$ cat config.mk
export PLATFORM = sky130hd
export DESIGN_NAME = hdep_path
export DESIGN_NICKNAME = d
export VERILOG_FILES = /design/src/rtl/hdep_pkg.sv /design/src/rtl/hdep_fifo.sv /design/src/rtl/hdep_path.sv
export SDC_FILE = /design/constraint.sdc
export NUM_CORES = 1
export LEC_CHECK = 0
export BUFFER_PORTS_ARGS = -buffer_cell sky130_fd_sc_hd__buf_2
export CORE_MARGIN = 5
export CORE_UTILIZATION = 25
export CTS_BUF_LIST = sky130_fd_sc_hd__clkbuf_4
export DETAILED_ROUTE_END_ITERATION = 8
export REMOVE_ABC_BUFFERS = 1
export SLEW_MARGIN = 5
export SYNTH_ARGS = -nofsm -noshare
export SYNTH_HDL_FRONTEND = slang
export SYNTH_SLANG_ARGS = --single-unit
export TNS_END_PERCENT = 1
$ cat constraint.sdc
create_clock -name CLK_I -period 8.05 [get_ports CLK_I]
set_input_delay 0.4025 -clock CLK_I [delete_from_list [all_inputs] [get_ports CLK_I]]
set_output_delay 0.4025 -clock CLK_I [all_outputs]
set_load 0.005 [all_outputs]
$ cat src/rtl/hdep_pkg.sv
// Purpose: shared constants for the host dword endian path
// Assumes: 16-bit host bus, 32-bit internal words
// Notes: access kinds select which endian control applies
package hdep_pkg;
  localparam int HALF_W = 16;
  localparam int WORD_W = 32;
  localparam int FIFO_DEPTH = 16;
  localparam logic [31:0] SWAP_ALL_ONES = 32'hFFFF_FFFF;
  localparam logic [1:0] KIND_PORT = 2'h0; // data fifo via port window
  localparam logic [1:0] KIND_SEL = 2'h1;  // data fifo via select input
  localparam logic [1:0] KIND_CSR = 2'h2;  // csr or status fifo
  localparam logic RST_HALF_SEEN = 1'b0;
  localparam logic [15:0] RST_HALF = 16'h0000;
  localparam logic [31:0] RST_WORD = 32'h0000_0000;
  typedef enum logic [1:0] {HDEP_DIR_WR, HDEP_DIR_RD} hdep_dir_t;
endpackage

$ cat src/rtl/hdep_fifo.sv
// Purpose: small synchronous fifo with valid/ready on both sides
// Assumes: single clock, depth a power of two
// Notes: write and read in one cycle allowed when neither empty nor full
`timescale 1ns/1ps
`default_nettype none
module hdep_fifo #(
  parameter int WIDTH = 32,
  parameter int DEPTH = 16
) (
  input wire logic clk_i,
  input wire logic reset_i,
  input wire logic ce_i,
  input wire logic in_valid_i,
  output logic in_ready_o,
  input wire logic [WIDTH-1:0] in_data_i,
  output logic out_valid_o,
  input wire logic out_ready_i,
  output logic [WIDTH-1:0] out_data_o
);
  localparam int AW = $clog2(DEPTH);
  logic [WIDTH-1:0] mem [DEPTH];
  logic [AW-1:0] wr_ptr_reg;
  logic [AW-1:0] rd_ptr_reg;
  logic [AW:0] count_reg;
  logic push;
  logic pop;

  // full and empty come straight from the occupancy count
  assign in_ready_o = (count_reg != (AW+1)'(DEPTH));
  assign out_valid_o = (count_reg != '0);
  assign push = ce_i && in_valid_i && in_ready_o;
  assign pop = ce_i && out_valid_o && out_ready_i;
  assign out_data_o = mem[rd_ptr_reg];

  // storage has no reset, pointers do
  always_ff @(posedge clk_i) begin
    if (push) begin
      mem[wr_ptr_reg] <= in_data_i;
    end
  end

  always_ff @(posedge clk_i or posedge reset_i) begin
    if (reset_i) begin
      wr_ptr_reg <= '0;
      rd_ptr_reg <= '0;
      count_reg <= '0;
    end else begin
      if (push) begin
        wr_ptr_reg <= wr_ptr_reg + AW'(1);
      end
      if (pop) begin
        rd_ptr_reg <= rd_ptr_reg + AW'(1);
      end
      if (push && !pop) begin
        count_reg <= count_reg + (AW+1)'(1);
      end else if (pop && !push) begin
        count_reg <= count_reg - (AW+1)'(1);
      end
    end
  end
endmodule
`default_nettype wire

$ cat src/rtl/hdep_path.sv
// Purpose: assemble 16-bit host halves into dwords and order their bytes
// Assumes: host accesses arrive as one-cycle strobes on CLK_I
// Notes: written dwords pass a fifo; reads serve halves of a fetched dword
// Functional notes
// - write halves may come in either order, the second to the other half.
// - a write to the same half as the previous write discards the pair.
// - reads are two 16-bit reads inside one dword, either order, other half second.
// - reading the same half twice restarts the read pair at the next read.
// - port window data accesses are little endian, big endian when its bit is set.
// - select input data accesses use their own endian bit in the same way.
// - csr and status fifo accesses ignore both endian bits.
// - half swap applies to csr, status and data accesses, reads and writes.
// - writes swap halves then reorder bytes; reads reorder then swap.
// - the internal word holds bytes 3-2-1-0, byte 3 in bits 31:24.
`timescale 1ns/1ps
`default_nettype none
module hdep_path #(
  parameter int DEPTH = hdep_pkg::FIFO_DEPTH
) (
  input wire logic CLK_I,
  input wire logic RESET_I,
  input wire logic CE_I,
  input wire logic WR_I,
  input wire logic RD_I,
  input wire logic HALFWORD_SELECT_ADDRESS_I,
  input wire logic [1:0] KIND_I,
  input wire logic [15:0] WDATA_I,
  output logic [15:0] RDATA_O,
  output logic RDATA_VALID_O,
  input wire logic FIFO_PORT_BIG_ENDIAN_I,
  input wire logic FIFO_SELECT_BIG_ENDIAN_I,
  input wire logic [31:0] WORD_SWAP_I,
  output logic WR_READY_O,
  output logic WR_DISCARD_O,
  output logic RD_BROKEN_O,
  output logic WORD_VALID_O,
  input wire logic WORD_READY_I,
  output logic [31:0] WORD_DATA_O,
  output logic [1:0] WORD_KIND_O,
  input wire logic [31:0] RD_WORD_I,
  output logic RD_WORD_REQ_O
);
  logic wr_seen_reg;
  logic wr_half_reg;
  logic [15:0] wr_first_reg;
  logic rd_seen_reg;
  logic rd_half_reg;
  logic [31:0] rd_word_reg;
  logic push_valid;
  logic push_ready;
  logic [31:0] push_word;
  logic [33:0] fifo_out;
  logic swap_on;
  // per-access decode shared by the pairing and the output logic
  logic wr_take;
  logic wr_same;
  logic rd_take;
  logic rd_same;
  logic [31:0] rd_src;
  logic [31:0] rd_ord;
  logic [31:0] rd_sw;
  logic [15:0] rdata_next;

  // byte reversal of a dword, byte 3 in the top lane
  function automatic logic [31:0] byte_rev(input logic [31:0] d);
    byte_rev = {d[7:0], d[15:8], d[23:16], d[31:24]};
  endfunction

  // endian select per access kind; csr/status never reorders
  function automatic logic big_for(input logic [1:0] k, input logic pe, input logic se);
    big_for = (k == hdep_pkg::KIND_PORT) ? pe :
              (k == hdep_pkg::KIND_SEL) ? se : 1'b0;
  endfunction

  // half swap of a dword, shared by the write and read paths
  function automatic logic [31:0] half_swap(input logic [31:0] d, input logic on);
    half_swap = on ? {d[15:0], d[31:16]} : d;
  endfunction

  // byte reorder for the access kind, the same map in both directions
  function automatic logic [31:0] order_bytes(input logic [31:0] d, input logic [1:0] k,
                                              input logic pe, input logic se);
    order_bytes = big_for(k, pe, se) ? byte_rev(d) : d;
  endfunction

  // swap needs the exact all-ones value, a partial pattern is ignored
  assign swap_on = (WORD_SWAP_I == hdep_pkg::SWAP_ALL_ONES);

  // write assembly: lane chosen by address bit 1, halves swapped, then reorder
  always_comb begin
    logic [31:0] raw;
    logic [31:0] sw;
    raw = hdep_pkg::RST_WORD;
    sw = hdep_pkg::RST_WORD;
    if (HALFWORD_SELECT_ADDRESS_I) begin
      raw = {WDATA_I, wr_first_reg};
    end else begin
      raw = {wr_first_reg, WDATA_I};
    end
    sw = half_swap(raw, swap_on);
    push_word = order_bytes(sw, KIND_I, FIFO_PORT_BIG_ENDIAN_I,
                            FIFO_SELECT_BIG_ENDIAN_I);
  end

  // second half to the other lane completes the dword
  assign push_valid = CE_I && WR_I && wr_seen_reg &&
                      (HALFWORD_SELECT_ADDRESS_I != wr_half_reg);
  // stall the host while a completing write cannot enter the fifo
  assign WR_READY_O = push_ready || !wr_seen_reg;

  // a write is taken when no half is held or the fifo can accept an entry
  assign wr_take = CE_I && WR_I && WR_READY_O;
  // a second half aimed at the lane already held breaks the pair
  assign wr_same = wr_seen_reg && (HALFWORD_SELECT_ADDRESS_I == wr_half_reg);

  // write half tracking; a same-half write throws the pair away
  always_ff @(posedge CLK_I or posedge RESET_I) begin
    if (RESET_I) begin
      wr_seen_reg <= hdep_pkg::RST_HALF_SEEN;
      wr_half_reg <= 1'b0;
      wr_first_reg <= hdep_pkg::RST_HALF;
    end else if (wr_take) begin
      if (!wr_seen_reg) begin
        wr_seen_reg <= 1'b1;
        wr_half_reg <= HALFWORD_SELECT_ADDRESS_I;
        wr_first_reg <= WDATA_I;
      end else begin
        wr_seen_reg <= 1'b0;
      end
    end
  end

  // discard pulse lasts one enabled cycle
  always_ff @(posedge CLK_I or posedge RESET_I) begin
    if (RESET_I) begin
      WR_DISCARD_O <= 1'b0;
    end else if (CE_I) begin
      WR_DISCARD_O <= wr_take && wr_same;
    end
  end

  // entries carry the kind above the dword so the sink can route it
  hdep_fifo #(
    .WIDTH(34),
    .DEPTH(DEPTH)
  ) u_fifo (
    .clk_i(CLK_I),
    .reset_i(RESET_I),
    .ce_i(CE_I),
    .in_valid_i(push_valid),
    .in_ready_o(push_ready),
    .in_data_i({KIND_I, push_word}),
    .out_valid_o(WORD_VALID_O),
    .out_ready_i(WORD_READY_I),
    .out_data_o(fifo_out)
  );
  // split the fifo entry back into dword and kind
  assign WORD_DATA_O = fifo_out[31:0];
  assign WORD_KIND_O = fifo_out[33:32];

  // fetch a new dword on the first read of each pair
  assign RD_WORD_REQ_O = CE_I && RD_I && !rd_seen_reg;

  // reads are never refused; a same-half partner breaks the pair
  assign rd_take = CE_I && RD_I;
  assign rd_same = rd_seen_reg && (HALFWORD_SELECT_ADDRESS_I == rd_half_reg);

  // read pairing: hold the fetched dword for the partner read
  always_ff @(posedge CLK_I or posedge RESET_I) begin
    if (RESET_I) begin
      rd_seen_reg <= hdep_pkg::RST_HALF_SEEN;
      rd_half_reg <= 1'b0;
      rd_word_reg <= hdep_pkg::RST_WORD;
    end else if (rd_take) begin
      if (!rd_seen_reg) begin
        rd_seen_reg <= 1'b1;
        rd_half_reg <= HALFWORD_SELECT_ADDRESS_I;
        rd_word_reg <= RD_WORD_I;
      end else begin
        rd_seen_reg <= 1'b0;
      end
    end
  end

  // broken pulse; the next read then fetches afresh
  always_ff @(posedge CLK_I or posedge RESET_I) begin
    if (RESET_I) begin
      RD_BROKEN_O <= 1'b0;
    end else if (CE_I) begin
      RD_BROKEN_O <= rd_take && rd_same;
    end
  end

  // read data path: reorder bytes first, then swap halves, then pick the lane
  always_comb begin
    rd_src = rd_seen_reg ? rd_word_reg : RD_WORD_I;
    rd_ord = order_bytes(rd_src, KIND_I, FIFO_PORT_BIG_ENDIAN_I, FIFO_SELECT_BIG_ENDIAN_I);
    rd_sw = half_swap(rd_ord, swap_on);
    rdata_next = HALFWORD_SELECT_ADDRESS_I ? rd_sw[31:16] : rd_sw[15:0];
  end

  // read half register, held until the next read
  always_ff @(posedge CLK_I or posedge RESET_I) begin
    if (RESET_I) begin
      RDATA_O <= hdep_pkg::RST_HALF;
    end else if (rd_take) begin
      RDATA_O <= rdata_next;
    end
  end

  // valid follows every enabled read by one cycle
  always_ff @(posedge CLK_I or posedge RESET_I) begin
    if (RESET_I) begin
      RDATA_VALID_O <= 1'b0;
    end else if (CE_I) begin
      RDATA_VALID_O <= RD_I;
    end
  end
endmodule
`default_nettype wire

---- Word-level counts from Yosys, hierarchy flattened ----
Memory sizes are Yosys's and may differ from the RTL's.
Cells that the tools add are included.
cells by class
  multipliers ............................. 0
  magnitude comparators ................... 0
  $add $sub $neg .......................... 4
  shifts and indexed selects .............. 0
  reductions and logical operators ........ 26
  muxes and demuxes ....................... 15
  div/mod/pow operators ................... 0
  equal/unequal tests ..................... 6
  bitwise logic cells ..................... 2
operator list
  cell                                                  count
  2-to-1 mux 32 bit                                     6
  equality test 32 bit (second input constant)          1
  logical AND 1 bit                                     16
  2-to-1 mux 16 bit                                     1
  2-to-1 mux 5 bit                                      2
  adder 4 x 1 -> 4 bit (second input constant)          2
  2-to-1 mux 1 bit                                      6
  adder 5 x 1 -> 5 bit (second input constant)          1
  inequality test 5 bit (second input constant)         1
  nonzero test 5 bit                                    1
  subtractor 5 x 1 -> 5 bit (second input constant)     1
  zero test 1 bit                                       4
  AND reduction 2 bit                                   2
  equality test 1 bit                                   2
  equality test 2 x 1 -> 1 bit (second input constant)  1
  zero test 2 bit                                       1
  NOT 1 bit                                             2
  nonzero test 2 bit                                    1
  logical OR 1 bit                                      1
  inequality test 1 bit                                 1
storage, ports and cells
  bits in registers ....................... 84
  output and inout bits ................... 56
  memories kept ........................... 1
  memory bits (writable) .................. 544
  bits of input ports ..................... 91
  latch bits .............................. 0
  logic and storage cells ................. 67
  ROM bits ................................ 0
memory list
  name        depth  bits a word  rd ports  clocked after memory_dff  write ports  line             text
  u_fifo.mem  16     34           1         0                         1            hdep_fifo.sv:21  logic [WIDTH-1:0] mem [DEPTH];

---- Depth between registers and ports, before layout ----
Gate-level depths: netlist (run 1).
  depth after elaboration ................. 9
  gate-level depth with buffers ........... 13
  mapped depth without buffers ............ 12

---- Hierarchy ----
A second synthesis (run 1) with hierarchy kept.
second synthesis, totals
  cell total of the unflattened synthesis .. 1,496
  area, all modules ....................... 26,127.6 µm²
by module, submodules not included
  module     area an instance (µm²)  instances  cells an instance
  hdep_fifo  21,615.7                1          1,077
  hdep_path  4,511.8                 1          419

---- Worst setup path before layout (run 1) ----
OpenSTA, ideal clock, no wires.
  kind .................................... in2reg
  start point ............................. input CE_I
  end point ............................... memory u_fifo.mem[10][0], enable pin
  stages .................................. 7
  path buffers ............................ 2
  setup slack ............................. 4,801 ps
  arrival time ............................ 2,824 ps
  cells stage by stage .................... buf_2 -> nand3_1 -> a21oi_1 -> and2_1 -> clkbuf_1 -> nand3b_1 -> nor2_1
on the way
  longest elaborated chain between the ends .. 7
RTL lines
  what                                        line              text
  start: declaration                          hdep_path.sv:22   input wire logic CE_I,
  logical AND 1 bit (3 in a row)              hdep_path.sv:106  assign push_valid = CE_I && WR_I && wr_seen_reg &&
  logical AND 1 bit (*) (2 in a row)          hdep_fifo.sv:31   assign push = ce_i && in_valid_i && in_ready_o;
  via u_fifo.push                             hdep_fifo.sv:25   logic push;
  2-to-1 mux 1 bit (*)                        hdep_fifo.sv:37   if (push) begin
  2-to-1 mux 1 bit (not written as such) (*)  hdep_fifo.sv:38   mem[wr_ptr_reg] <= in_data_i;
  end: declaration                            hdep_fifo.sv:21
The timed path passes the listed nets; every way through them passes the cells marked *.

---- Worst setup path after layout (run 1) ----
  start point ............................. register u_fifo.rd_ptr_reg[1]
  end point ............................... output WORD_DATA_O[26]
on the way
  longest elaborated chain between the ends .. 1
RTL lines
  what                       line             text
  start: declaration         hdep_fifo.sv:23  logic [AW-1:0] rd_ptr_reg;
  start signal: assignment   hdep_fifo.sv:52  rd_ptr_reg <= rd_ptr_reg + AW'(1);
  memory read (16 x 34 bit)  --
  end: declaration           hdep_path.sv:38  output logic [31:0] WORD_DATA_O,
No other way between the ends.

==> summary.md, run 1 <==
| Metric | Value |
|---|---|
| Fin util | roughly 30% |
| Count of flip-flops with a built-in enable after synthesis | around 540 |
| Layout cells sized above 1 | about a third |
| Crit path max-delay family | buffers and inverters |
| Met1 usage | 15.3% |
| Overall routing resource usage | 11.9% |
| Worst EP required | ~7.7 ns |
| Mapped Avg Cell Area | 17.2 um2 |
| CTS tree | done |
| Max reg flops | 544 |
| Slowest stage cell on the critical path | dfrtp_4 |
| RSZ-0062 raised after global routing | no |
| Die area | 0.111 mm2 |
| Maximum vdd drop | 0.210 mV |
| Most frequent CP cell | buf_4 |
| DR WL/cell | 20.4 um |
| Worst Hold Launch | WORD_READY_I |
| WL final | 67400 um |
| Worst-path clk slew | 0.06 ns |
| Design Power | 9.72 mW |
| CORE AREA | 0.103 mm2 |
| Post-Layout Cell Count | 3310 |
| # rows | approximately 120 |
| I/O pin total | 147 |
| Residual DRC | 0 |
| Post-synthesis register bit count | 628 |
| Crit path cell chain | buf_4 > and2_2 > buf_4 > a21oi_1 > a22oi_1 > nand2_1 > buf_2 |
| FILL cells | 10200 |
| Buf/Inv on CP | 3 |
| Ys async rst share | 13.4% |
| First-pass DRT Iterations | 6 |
| Worst slew pin tran | 1.24 ns |
| Pwr per Cell Area | 314 mW/mm2 |
| Worst-Skew Late Latency | 0.88 ns |
| Initial antenna violation count | 10 |
| Met3 Use GR | under 10% |
| Max Cap Viol | 0 |
| Largest net degree at the start of global routing | 109 |
| Commonest cells after routing, fill and taps aside | edfxtp_1 (544), clkbuf_4 (236), mux2i_1 (166) |
| Crit start category | register |
| Grt met2 use | 19.3% |
| Worst-path maximum fanout | 39 |
| Fin crit period | 4.63 ns |
| Top FF cell, synth | edfxtp_1 |
| Die Span Y | between 300 and 400 um |
| DR iter-0 viols | 1068 |
| Via density | 4.59 |
| TNS Setup | 0 ns |
| Mapped cell area | 0.0260 mm2 |
| Setup Skew | 0.0528 ns |
| Num CTS Buffers | about 150 |
| CTS Sinks | between 600 and 700 |
| Setup CP Type | register to output port |
| Setup-failing EPs final | 0 |
| Number of global-route vias before repair | around 16000 |
| CP Launch Point | u_fifo.rd_ptr_reg[1] |
| First-pass GRT wire length | 100000 um |
| Worst Path Arrival | 4.23 ns |
| Crit end category | output port |
| Final Hold Vio Count | 0 |
| Seq/Total Area, Yosys | a little over two thirds |
| Layout area overhead | 18.9% |
| GP Congestion | 0.730 |
| R2R Path Start | u_fifo.count_reg[0] |
| Crit share post-route | between 50% and 60% |
| Fmax | 216 MHz |
| Synth top area cells | edfxtp_1 (63%), mux4_2 (8.6%), dfrtp_1 (8.1%) |
| Dpl hpwl | 36800 um |
| Status | finished clean |
| Setup bufs post-CTS | 0 |
| Synth Warn # | 0 |
| Die X | 333 um |
| Final Max Tran Viols | 0 |
| Initial Utilization | 25.2% |
| Placed insts | 2981 |
| Top cell type's share of synthesized area | 62.7% |
| Netlist cell types | 44 |
| HP Class | input pin to register |
| Most common cell after layout, fill and taps aside | edfxtp_1 |
| Fin nets | around 1900 |
| Max-slew headroom | 15.0% |
| Port Buffers | between 100 and 150 |
| Via Count | 15200 |
| Antenna-violating nets left | 0 |
| Cell accounting for the most synthesized area | edfxtp_1 |
| Root buffer cell | clkbuf_4 |
| Busiest grt layer | met2 |
| Lkg Pwr | 10.9 nW |
| Max clock buf depth | 3 |
| Syn Inst Count | 1518 |
| CP peak stage delay | 0.85 ns |
| Total grt overflow | 0 |
| CTS H-tree lvls | 4 |
## metrics by stage
stage          worst slack (ns)  instance area [um2]  hold WS, ns
6_report                   3.42                31000       0.0911
5_1_grt                    3.11                31000       0.0434
4_1_cts                    3.28                31000       0.0141
3_3_place_gp               4.25                28300        0.462
2_1_floorplan           -0.0845                25600        0.457
3_5_place_dp               4.14                28300        0.467
## layer usage
layer	vias up	share of wire [%]	routed length (um)
li1	6711	-	-
met1	7808	42	28200
met2	550	48	32500
met3	101	8.1	5450
met4	12	1.7	1170
met5	-	0.11	76
## repair_timing
item | CTS | global route
hold buffers | 60 | 0
endpoints found under the hold margin | 144 | 0
setup endpoints to repair | 0 | 0
resized for setup | 0 | 0
## cells in the mapped netlist, types with 2 or more instances
| library cell | n |
|---|---|
| xor2_1 | 4 |
| a31oi_1 | 16 |
| a21oi_1 | 38 |
| nor2_4 | 2 |
| buf_4 | 2 |
| dfrtp_1 | 84 |
| clkbuf_2 | 2 |
| o21ai_0 | 88 |
| nand4_1 | 9 |
| nor2_1 | 22 |
| and2_1 | 15 |
| a221oi_1 | 34 |
| mux2_2 | 52 |
| xnor2_1 | 9 |
| buf_1 | 4 |
| ha_1 | 9 |
| mux4_2 | 100 |
| a21o_1 | 2 |
| mux2i_1 | 167 |
| nand3b_1 | 2 |
| nand2_1 | 145 |
| and3_1 | 2 |
| clkbuf_1 | 49 |
| or4_4 | 2 |
| buf_2 | 29 |
| inv_1 | 13 |
| edfxtp_1 | 544 |
| o22ai_1 | 2 |
| nand3_1 | 19 |
| nand2b_1 | 3 |
| buf_12 | 3 |
| a22oi_1 | 34 |
## tightest hold or removal path: stages
cell and delay (ns):
buf_2 0.09, and3_1 0.27, nand2_1 0.11, nand2_1 0.04
## power breakdown
group          leakage [nW]  internal (mW)  switching [mW]  total, mW
combinational          3.80           1.16            1.62       2.78
clock                  1.19           1.43            1.27       2.71
sequential             5.90           3.98           0.256       4.24
## layout make-up
type	count	area (um2)	area share, %
Antenna cell	1	2.50	0.00808
Clock buffer	236	1770	5.72
Clock inverter	32	240	0.776
Inverter	14	55.1	0.178
Multi-Input combinational cell	786	7180	23.2
Sequential cell	628	18400	59.6
Tap cell	1380	1730	5.58
Timing Repair Buffer	233	1550	4.99
## path summary, 6_finish.rpt
check | endpoint | slack (ns) | depth (start not counted)
setup reg to reg | u_fifo.count_reg[4] | 4.79 | 12
min in group asynchronous | rd_word_reg[5] | 0.28 | 3
hold / removal | u_fifo.rd_ptr_reg[1] | 0.09 | 4
setup / recovery | WORD_DATA_O[26] | 3.42 | 7
max in group asynchronous | u_fifo.rd_ptr_reg[0] | 6.75 | 4
hold reg to reg | u_fifo.rd_ptr_reg[2] | 0.48 | 1
## logic make-up (layout without fill, tap and decap cells)
kind of cell	count (synthesis)	after routing	share of synthesized area, %
flops	628	628	70.8
mux	319	319	17.3
simple gates	228	228	3.93
compound gates	216	216	5.13
buf+inv	104	515	1.89
xor+xnor	13	13	0.437
fa+ha+maj	10	10	0.509
other cells	0	1	0
No activity file was read; power rests on OpenSTA's default activity.
==> inputs of run 2 (changes only) <==
==> constraint.sdc (replaced) <==
create_clock -name CLK_I -period 3.85 [get_ports CLK_I]
set_input_delay 0.1925 -clock CLK_I [delete_from_list [all_inputs] [get_ports CLK_I]]
set_output_delay 0.1925 -clock CLK_I [all_outputs]
set_load 0.005 [all_outputs]
==> summary.md, run 2 (same netlist as run 1, synthesis figures left out) <==
| Metric | Value |
|---|---|
| Hold endpoint | wr_first_reg[10] |
| First-pass DRT Iterations | 5 (-1) |
| Num CTS Buffers | 161 (+6.6%) |
| FILL cells | 10100 (-0.95%) |
| Placed insts | 3004 (+0.77%) |
| Hold Crit Depth | 3 (-1) |
| Crit start category | input pin |
| Initial Utilization | 25.2% (unchanged) |
| Failing checks | setup timing |
| Worst slew pin tran | 1.20 ns (-0.0439 ns) |
| Root buffer cell | clkbuf_4 |
| Max Cap Viol | 0 (unchanged) |
| Final Max Tran Viols | 0 (unchanged) |
| R2R depth | 12 (unchanged) |
| HP Class | input pin to register |
| Crit end category | register |
| Worst EP required | 4.45 ns (-3.20 ns) |
| GP Congestion | 0.775 (+6.2%) |
| I/O pin total | 147 (unchanged) |
| Max reg flops | 544 (unchanged) |
| Worst-path maximum fanout | 24 (-38%) |
| Via Count | 15800 (+4.3%) |
| CTS tree | done |
| RR Endpoint | u_fifo.count_reg[4] |
| Slowest stage cell on the critical path | mux2i_1 |
| Placed inst area | 0.0288 mm2 (+1.5%) |
| Largest net degree at the start of global routing | 65 (-40%) |
| RSZ-0062 raised after global routing | yes |
| TNS Setup | -7.17 ns (-7.17 ns) |
| First-pass GRT wire length | 107000 um (+6.8%) |
| Maximum vdd drop | 0.379 mV (+80%) |
| Crit share post-route | 103% |
| Final Hold Vio Count | 0 (unchanged) |
| R2r setup slk | 0.88 ns (-3.91 ns) |
| Max-slew headroom | 18.0% (+3.0 points) |
| Dpl hpwl | 41900 um (+14%) |
| CP peak stage delay | 1.00 ns (+0.15 ns) |
| # rows | 118 (unchanged) |
| R2R Path Start | u_fifo.count_reg[0] |
| Fin util | 30.9% (+1.0 points) |
| Layout cells sized above 1 | 31.7% (+0.18 points) |
| Status | finished, violations left |
| Crit path max-delay family | buffers and inverters |
| Lkg Pwr | 11.3 nW (+3.9%) |
| Initial antenna violation count | 8 (-2) |
| Die Span Y | 333 um (unchanged) |
| Die area | 0.111 mm2 (unchanged) |
| Most common cell after layout, fill and taps aside | edfxtp_1 |
| WL final | 72700 um (+7.9%) |
| Setup bufs post-CTS | 0 (unchanged) |
| Worst Hold Launch | WDATA_I[10] |
| Setup Skew | 0.0513 ns (-0.00143 ns) |
| Total grt overflow | 0 (unchanged) |
| Fin crit period | 3.95 ns |
| Number of global-route vias before repair | 16700 (+4.2%) |
| DR iter-0 viols | 1085 (+1.6%) |
| Antenna-violating nets left | 0 (unchanged) |
| Hold slack | 0.121 ns (+0.0302 ns) |
| Setup-failing EPs final | 128 (+128) |
| Post-Layout Cell Count | 3404 (+2.8%) |
| Max clock buf depth | 3 (unchanged) |
| Worst-path clk slew | 0.07 ns (about the same) |
| Via density | 4.65 (+1.5%) |
| Pwr per Cell Area | 655 mW/mm2 (+110%) |
| Fmax | 253 MHz |
| Worst Path Arrival | 4.55 ns (+0.32 ns) |
| Commonest cells after routing, fill and taps aside | edfxtp_1 (544), clkbuf_4 (236), mux2i_1 (161) |
| Die X | 333 um (unchanged) |
| CTS H-tree lvls | 4 (unchanged) |
| Min setup slack post-route | -0.103 ns (-3.52 ns) |
| Crit path cell chain | dlygate4sd3_1 > buf_2 > nand4_1 > dlygate4sd3_1 > or4_4 > dlygate4sd3_1 > o21a_4 > nor2_4 > buf_12 > mux2i_1 |
| CORE AREA | 0.103 mm2 (unchanged) |
| Overall routing resource usage | 12.9% (+0.99 points) |
| Most frequent CP cell | dlygate4sd3_1 |
| Port Buffers | 146 (unchanged) |
| Setup CP Type | input pin to register |
| Worst-Skew Late Latency | 0.98 ns (+0.10 ns) |
| Buf/Inv on CP | 5 (+2) |
| Layout area overhead | 22.9% |
| Residual DRC | 0 (unchanged) |
| Design area | 0.0320 mm2 (+3.3%) |
| Fin nets | 2001 (+4.5%) |
| DR WL/cell | 21.4 um (+5.0%) |
| CTS Sinks | 628 (unchanged) |
[run 2: worst max-delay path by stage]
stage,start,end,depth (start not counted)
2_1_floorplan,u_fifo.rd_ptr_reg[0],WORD_DATA_O[0],5
3_3_place_gp,WORD_SWAP_I[4],u_fifo.mem[6][11],7
3_5_place_dp,WORD_SWAP_I[4],u_fifo.mem[6][15],7
4_1_cts,u_fifo.rd_ptr_reg[1],WORD_DATA_O[12],7
5_1_grt,WORD_SWAP_I[8],u_fifo.mem[9][25],10
6_report,WORD_SWAP_I[8],u_fifo.mem[5][26],10
[run 2: worst reg2reg max path, cell delays in order, from the launching register on]
cell	delay, ns
dfrtp_1	0.44
nor4_1	0.48
nand2b_1	0.12
and3_1	0.24
inv_1	0.12
ha_1	0.20
inv_1	0.11
fa_1	0.42
a21o_1	0.20
a21oi_1	0.18
xnor2_1	0.13
nor2_1	0.06
xor2_1	0.14
[run 2: repair_timing]
| item | in CTS | in global routing |
|---|---|---|
| gates resized for setup | 1 | 9 |
| setup endpoints to repair | 8 | 344 |
| hold buffers | 113 | 0 |
| hold endpoints to repair | 267 | 0 |
[run 2: routing by layer]
metal	wire length (um)	GRT usage [%]
met5	25	0
met3	5650	3.80
met1	30100	16.3
met4	1520	3.92
met2	35500	21.4
[run 2: where the power goes]
group	switching (mW)	internal (mW)
Sequential	0.529	8.32
Clock	2.69	3.01
Combinational	3.72	2.68
[run 2: area by class of cell]
cell class / instances / area, um2 / share of cell area, %
clock buffer: 236 / 1770 / 5.54
multi-input combinational: 786 / 7200 / 22.5
sequential: 628 / 18400 / 57.6
tap: 1380 / 1730 / 5.40
inverter: 14 / 55.1 / 0.172
antenna: 8 / 20.0 / 0.0626
timing repair buffer: 309 / 2510 / 7.85
clock inverter: 43 / 273 / 0.852
[run 2: per-stage QoR]
stage | setup WS [ns] | total power [mW]
finish | -0.103 | 21.0
global route | -0.135 | 22.2
CTS | 0.00497 | 21.2
detailed placement | 0.432 | 15.3
global placement | 0.616 | 15.2
floorplan | -4.07 | 12.4
==> inputs of run 3 (changes only) <==
--- a/config.mk
+++ b/config.mk
@@ -5,6 +5,7 @@
 export SDC_FILE = /design/constraint.sdc
 export NUM_CORES = 1
 export LEC_CHECK = 0
+export ABC_AREA = 1
 export BUFFER_PORTS_ARGS = -buffer_cell sky130_fd_sc_hd__buf_2
 export CORE_MARGIN = 5
 export CORE_UTILIZATION = 25
==> summary.md, run 3 <==
| Metric | Value |
|---|---|
| Final Hold Vio Count | 0 (unchanged) |
| Num CTS Buffers | 157 (-2.5%) |
| Max Cap Viol | 0 (unchanged) |
| Setup bufs post-CTS | 0 (unchanged) |
| DR WL/cell | 17.1 um (-20%) |
| Setup CP Type | register to output port |
| Pwr per Cell Area | 641 mW/mm2 (-2.1%) |
| Post-CTS sizing | 0 (-1) |
| Worst-path maximum fanout | 33 (+38%) |
| FILL cells | 11100 (+9.5%) |
| CTS H-tree lvls | 4 (unchanged) |
| Top cell type's share of synthesized area | 59.8% (-2.9 points) |
| Via density | 4.53 (-2.8%) |
| Ys async rst share | 13.4% (unchanged) |
| Crit start category | register |
| GP Congestion | 0.768 (-0.84%) |
| Top sig layer | met5 |
| Synth top area cells | edfxtp_1 (60%), dfrtp_1 (7.7%), nand2_1 (7.5%) |
| Via Count | 19800 (+25%) |
| RSZ-0062 raised after global routing | no |
| Fin crit period | 3.49 ns (-0.460 ns) |
| Status | finished clean |
| Worst EP required | 3.66 ns (-0.79 ns) |
| Initial Utilization | 25.1% (-0.054 points) |
| Met2 wire len | 34300 um (-3.3%) |
| Maximum vdd drop | 0.779 mV (+110%) |
| Layout area overhead | 20.5% |
| Worst-Skew Late Latency | 0.98 ns (about the same) |
| Mapped Avg Cell Area | 10.7 um2 (-37%) |
| Worst-path clk slew | 0.06 ns (about the same) |
| Largest net degree at the start of global routing | 192 (+200%) |
| Post-synthesis register bit count | 628 (unchanged) |
| Setup Skew | 0.0692 ns (+0.0179 ns) |
| WL final | 74700 um (+2.7%) |
| Port Buffers | 146 (unchanged) |
| Layout cells sized above 1 | 16.8% (-15 points) |
| Design area | 0.0329 mm2 (+2.8%) |
| Setup-failing EPs final | 0 (-100%) |
| Placed insts | 4004 (+33%) |
| Lkg Pwr | 12.3 nW (+8.8%) |
| Syn Inst Count | 2543 (+68%) |
| Worst slew pin tran | 1.30 ns (+0.105 ns) |
| Max reg flops | 544 (unchanged) |
| Synth Warn # | 0 (unchanged) |
| CTS tree | done |
| CORE AREA | 0.109 mm2 (+5.0%) |
| Netlist cell types | 35 (-20%) |
| Total grt overflow | 0 (unchanged) |
| First-pass GRT wire length | 114000 um (+6.3%) |
| RR Endpoint | u_fifo.mem[10][20] |
| DR iter-0 viols | 1651 (+52%) |
| Cell accounting for the most synthesized area | edfxtp_1 |
| Worst Path Arrival | 3.30 ns (-1.25 ns) |
| Worst Hold Launch | CE_I |
| Die X | 340 um (+2.3%) |
| Root buffer cell | clkbuf_4 |
| Crit share post-route | 90.7% (-12 points) |
| Met3 WL | 5990 um (+5.9%) |
| Final Max Tran Viols | 0 (unchanged) |
| R2R depth | 7 (-5) |
| Commonest cells after routing, fill and taps aside | edfxtp_1 (544), nand2_1 (543), nor2_1 (298) |
| Max clock buf depth | 3 (unchanged) |
| First-pass DRT Iterations | 5 (unchanged) |
| Fin nets | 2946 (+47%) |
| Antenna-violating nets left | 0 (unchanged) |
| Min setup slack post-route | 0.357 ns (+0.460 ns) |
| Seq/Total Area, Yosys | 67.5% (-3.2 points) |
| Hold Crit Depth | 3 (unchanged) |
| Fin util | 30.3% (-0.67 points) |
| Die Span Y | 340 um (+2.3%) |
| Count of flip-flops with a built-in enable after synthesis | 544 (unchanged) |
| Dpl hpwl | 42900 um (+2.2%) |
| Worst setup path end | WORD_DATA_O[9] |
| Most common cell after layout, fill and taps aside | edfxtp_1 |
| Crit end category | output port |
| HP Class | input pin to register |
| Residual DRC | 0 (unchanged) |
| Placed inst area | 0.0298 mm2 (+3.5%) |
| Max-slew headroom | 13.3% (-4.7 points) |
| Fmax | 286 MHz (+13%) |
| DRT met1 WL | 33200 um (+10%) |
| Initial antenna violation count | 7 (-1) |
| I/O pin total | 147 (unchanged) |
| Die area | 0.116 mm2 (+4.7%) |
| # rows | 121 (+2.5%) |
| Post-placement worst setup slack | 1.16 ns (+0.726 ns) |
| Mapped cell area | 0.0273 mm2 (+4.8%) |
| CTS Sinks | 628 (unchanged) |
| Number of global-route vias before repair | 19300 (+16%) |
| Overall routing resource usage | 12.7% (-0.20 points) |
| Top FF cell, synth | edfxtp_1 |
| Top post-synthesis cells by count | edfxtp_1 (544), nand2_1 (544), nor2_1 (314) |
| # hold bufs at CTS | 96 (-15%) |
| R2r setup slk | 1.18 ns (+0.30 ns) |
| Post-Layout Cell Count | 4381 (+29%) |
| CP Launch Point | u_fifo.rd_ptr_reg[1] |
| R2R Path Start | wr_half_reg |
-- run 3: how the worst min path moves through the flow --
| stage | end | slack, ns |
|---|---|---|
| 3_5_place_dp | rd_word_reg[21] | 0.41 |
| 5_1_grt | RDATA_VALID_O | 0.08 |
| 4_1_cts | RDATA_VALID_O | 0.005 |
| 3_3_place_gp | rd_word_reg[21] | 0.41 |
| 6_report | RDATA_VALID_O | 0.14 |
| 2_1_floorplan | u_fifo.mem[0][32] | 0.29 |
-- run 3: area by class of cell --
class | count | area [um2] | share of cell area (%)
Inverter | 185 | 702 | 2.13
Timing Repair Buffer | 300 | 2280 | 6.93
Clock buffer | 235 | 1760 | 5.37
Multi-Input combinational cell | 1573 | 7530 | 22.9
Antenna cell | 7 | 17.5 | 0.0533
Clock inverter | 39 | 379 | 1.15
Tap cell | 1414 | 1770 | 5.38
Sequential cell | 628 | 18400 | 56.1
-- run 3: critical path, cell delays in order (launching register included) --
cell and delay (ns):
dfrtp_2 0.77, buf_4 0.51, o21ai_0 0.15, o21ai_0 0.17, nor2_1 0.09, o21ai_1 0.42, buf_2 0.21
-- run 3: kinds of logic (layout without fill, tap and decap cells) --
kind of cell               Yosys count  after routing  synth area share, %
other                                0              7                    0
buffers and inverters              342            759                 5.36
adders and majority gates           10             10                0.486
AOI/OAI and AO/OA                  530            530                 11.3
and+or+nand+nor                   1023           1023                 15.0
xor gates and xnor gates            10             10                0.321
DFF                                628            628                 67.5
-- run 3: per-stage QoR --
stage	hold WS [ns]	TNS, ns	power [mW]
after floorplan	0.291	-227.85	12.0
after global placement	0.410	0	15.1
after CTS	0.00532	0	21.4
after global routing	0.0839	0	22.5
after detailed placement	0.410	0	15.2
final	0.136	0	21.1
-- run 3: power by group --
group | leakage [nW] | switching [mW] | total, mW | internal, mW
clock network | 1.27 | 2.72 | 6.00 | 3.27
logic | 5.11 | 4.60 | 6.71 | 2.11
registers | 5.93 | 0.287 | 8.38 | 8.09
-- run 3: per-layer routing --
layer	vias up	track usage [%]
met2	683	20.1
li1	9556	-
met5	-	0
met4	2	3.78
met3	94	3.44
met1	9493	17.0
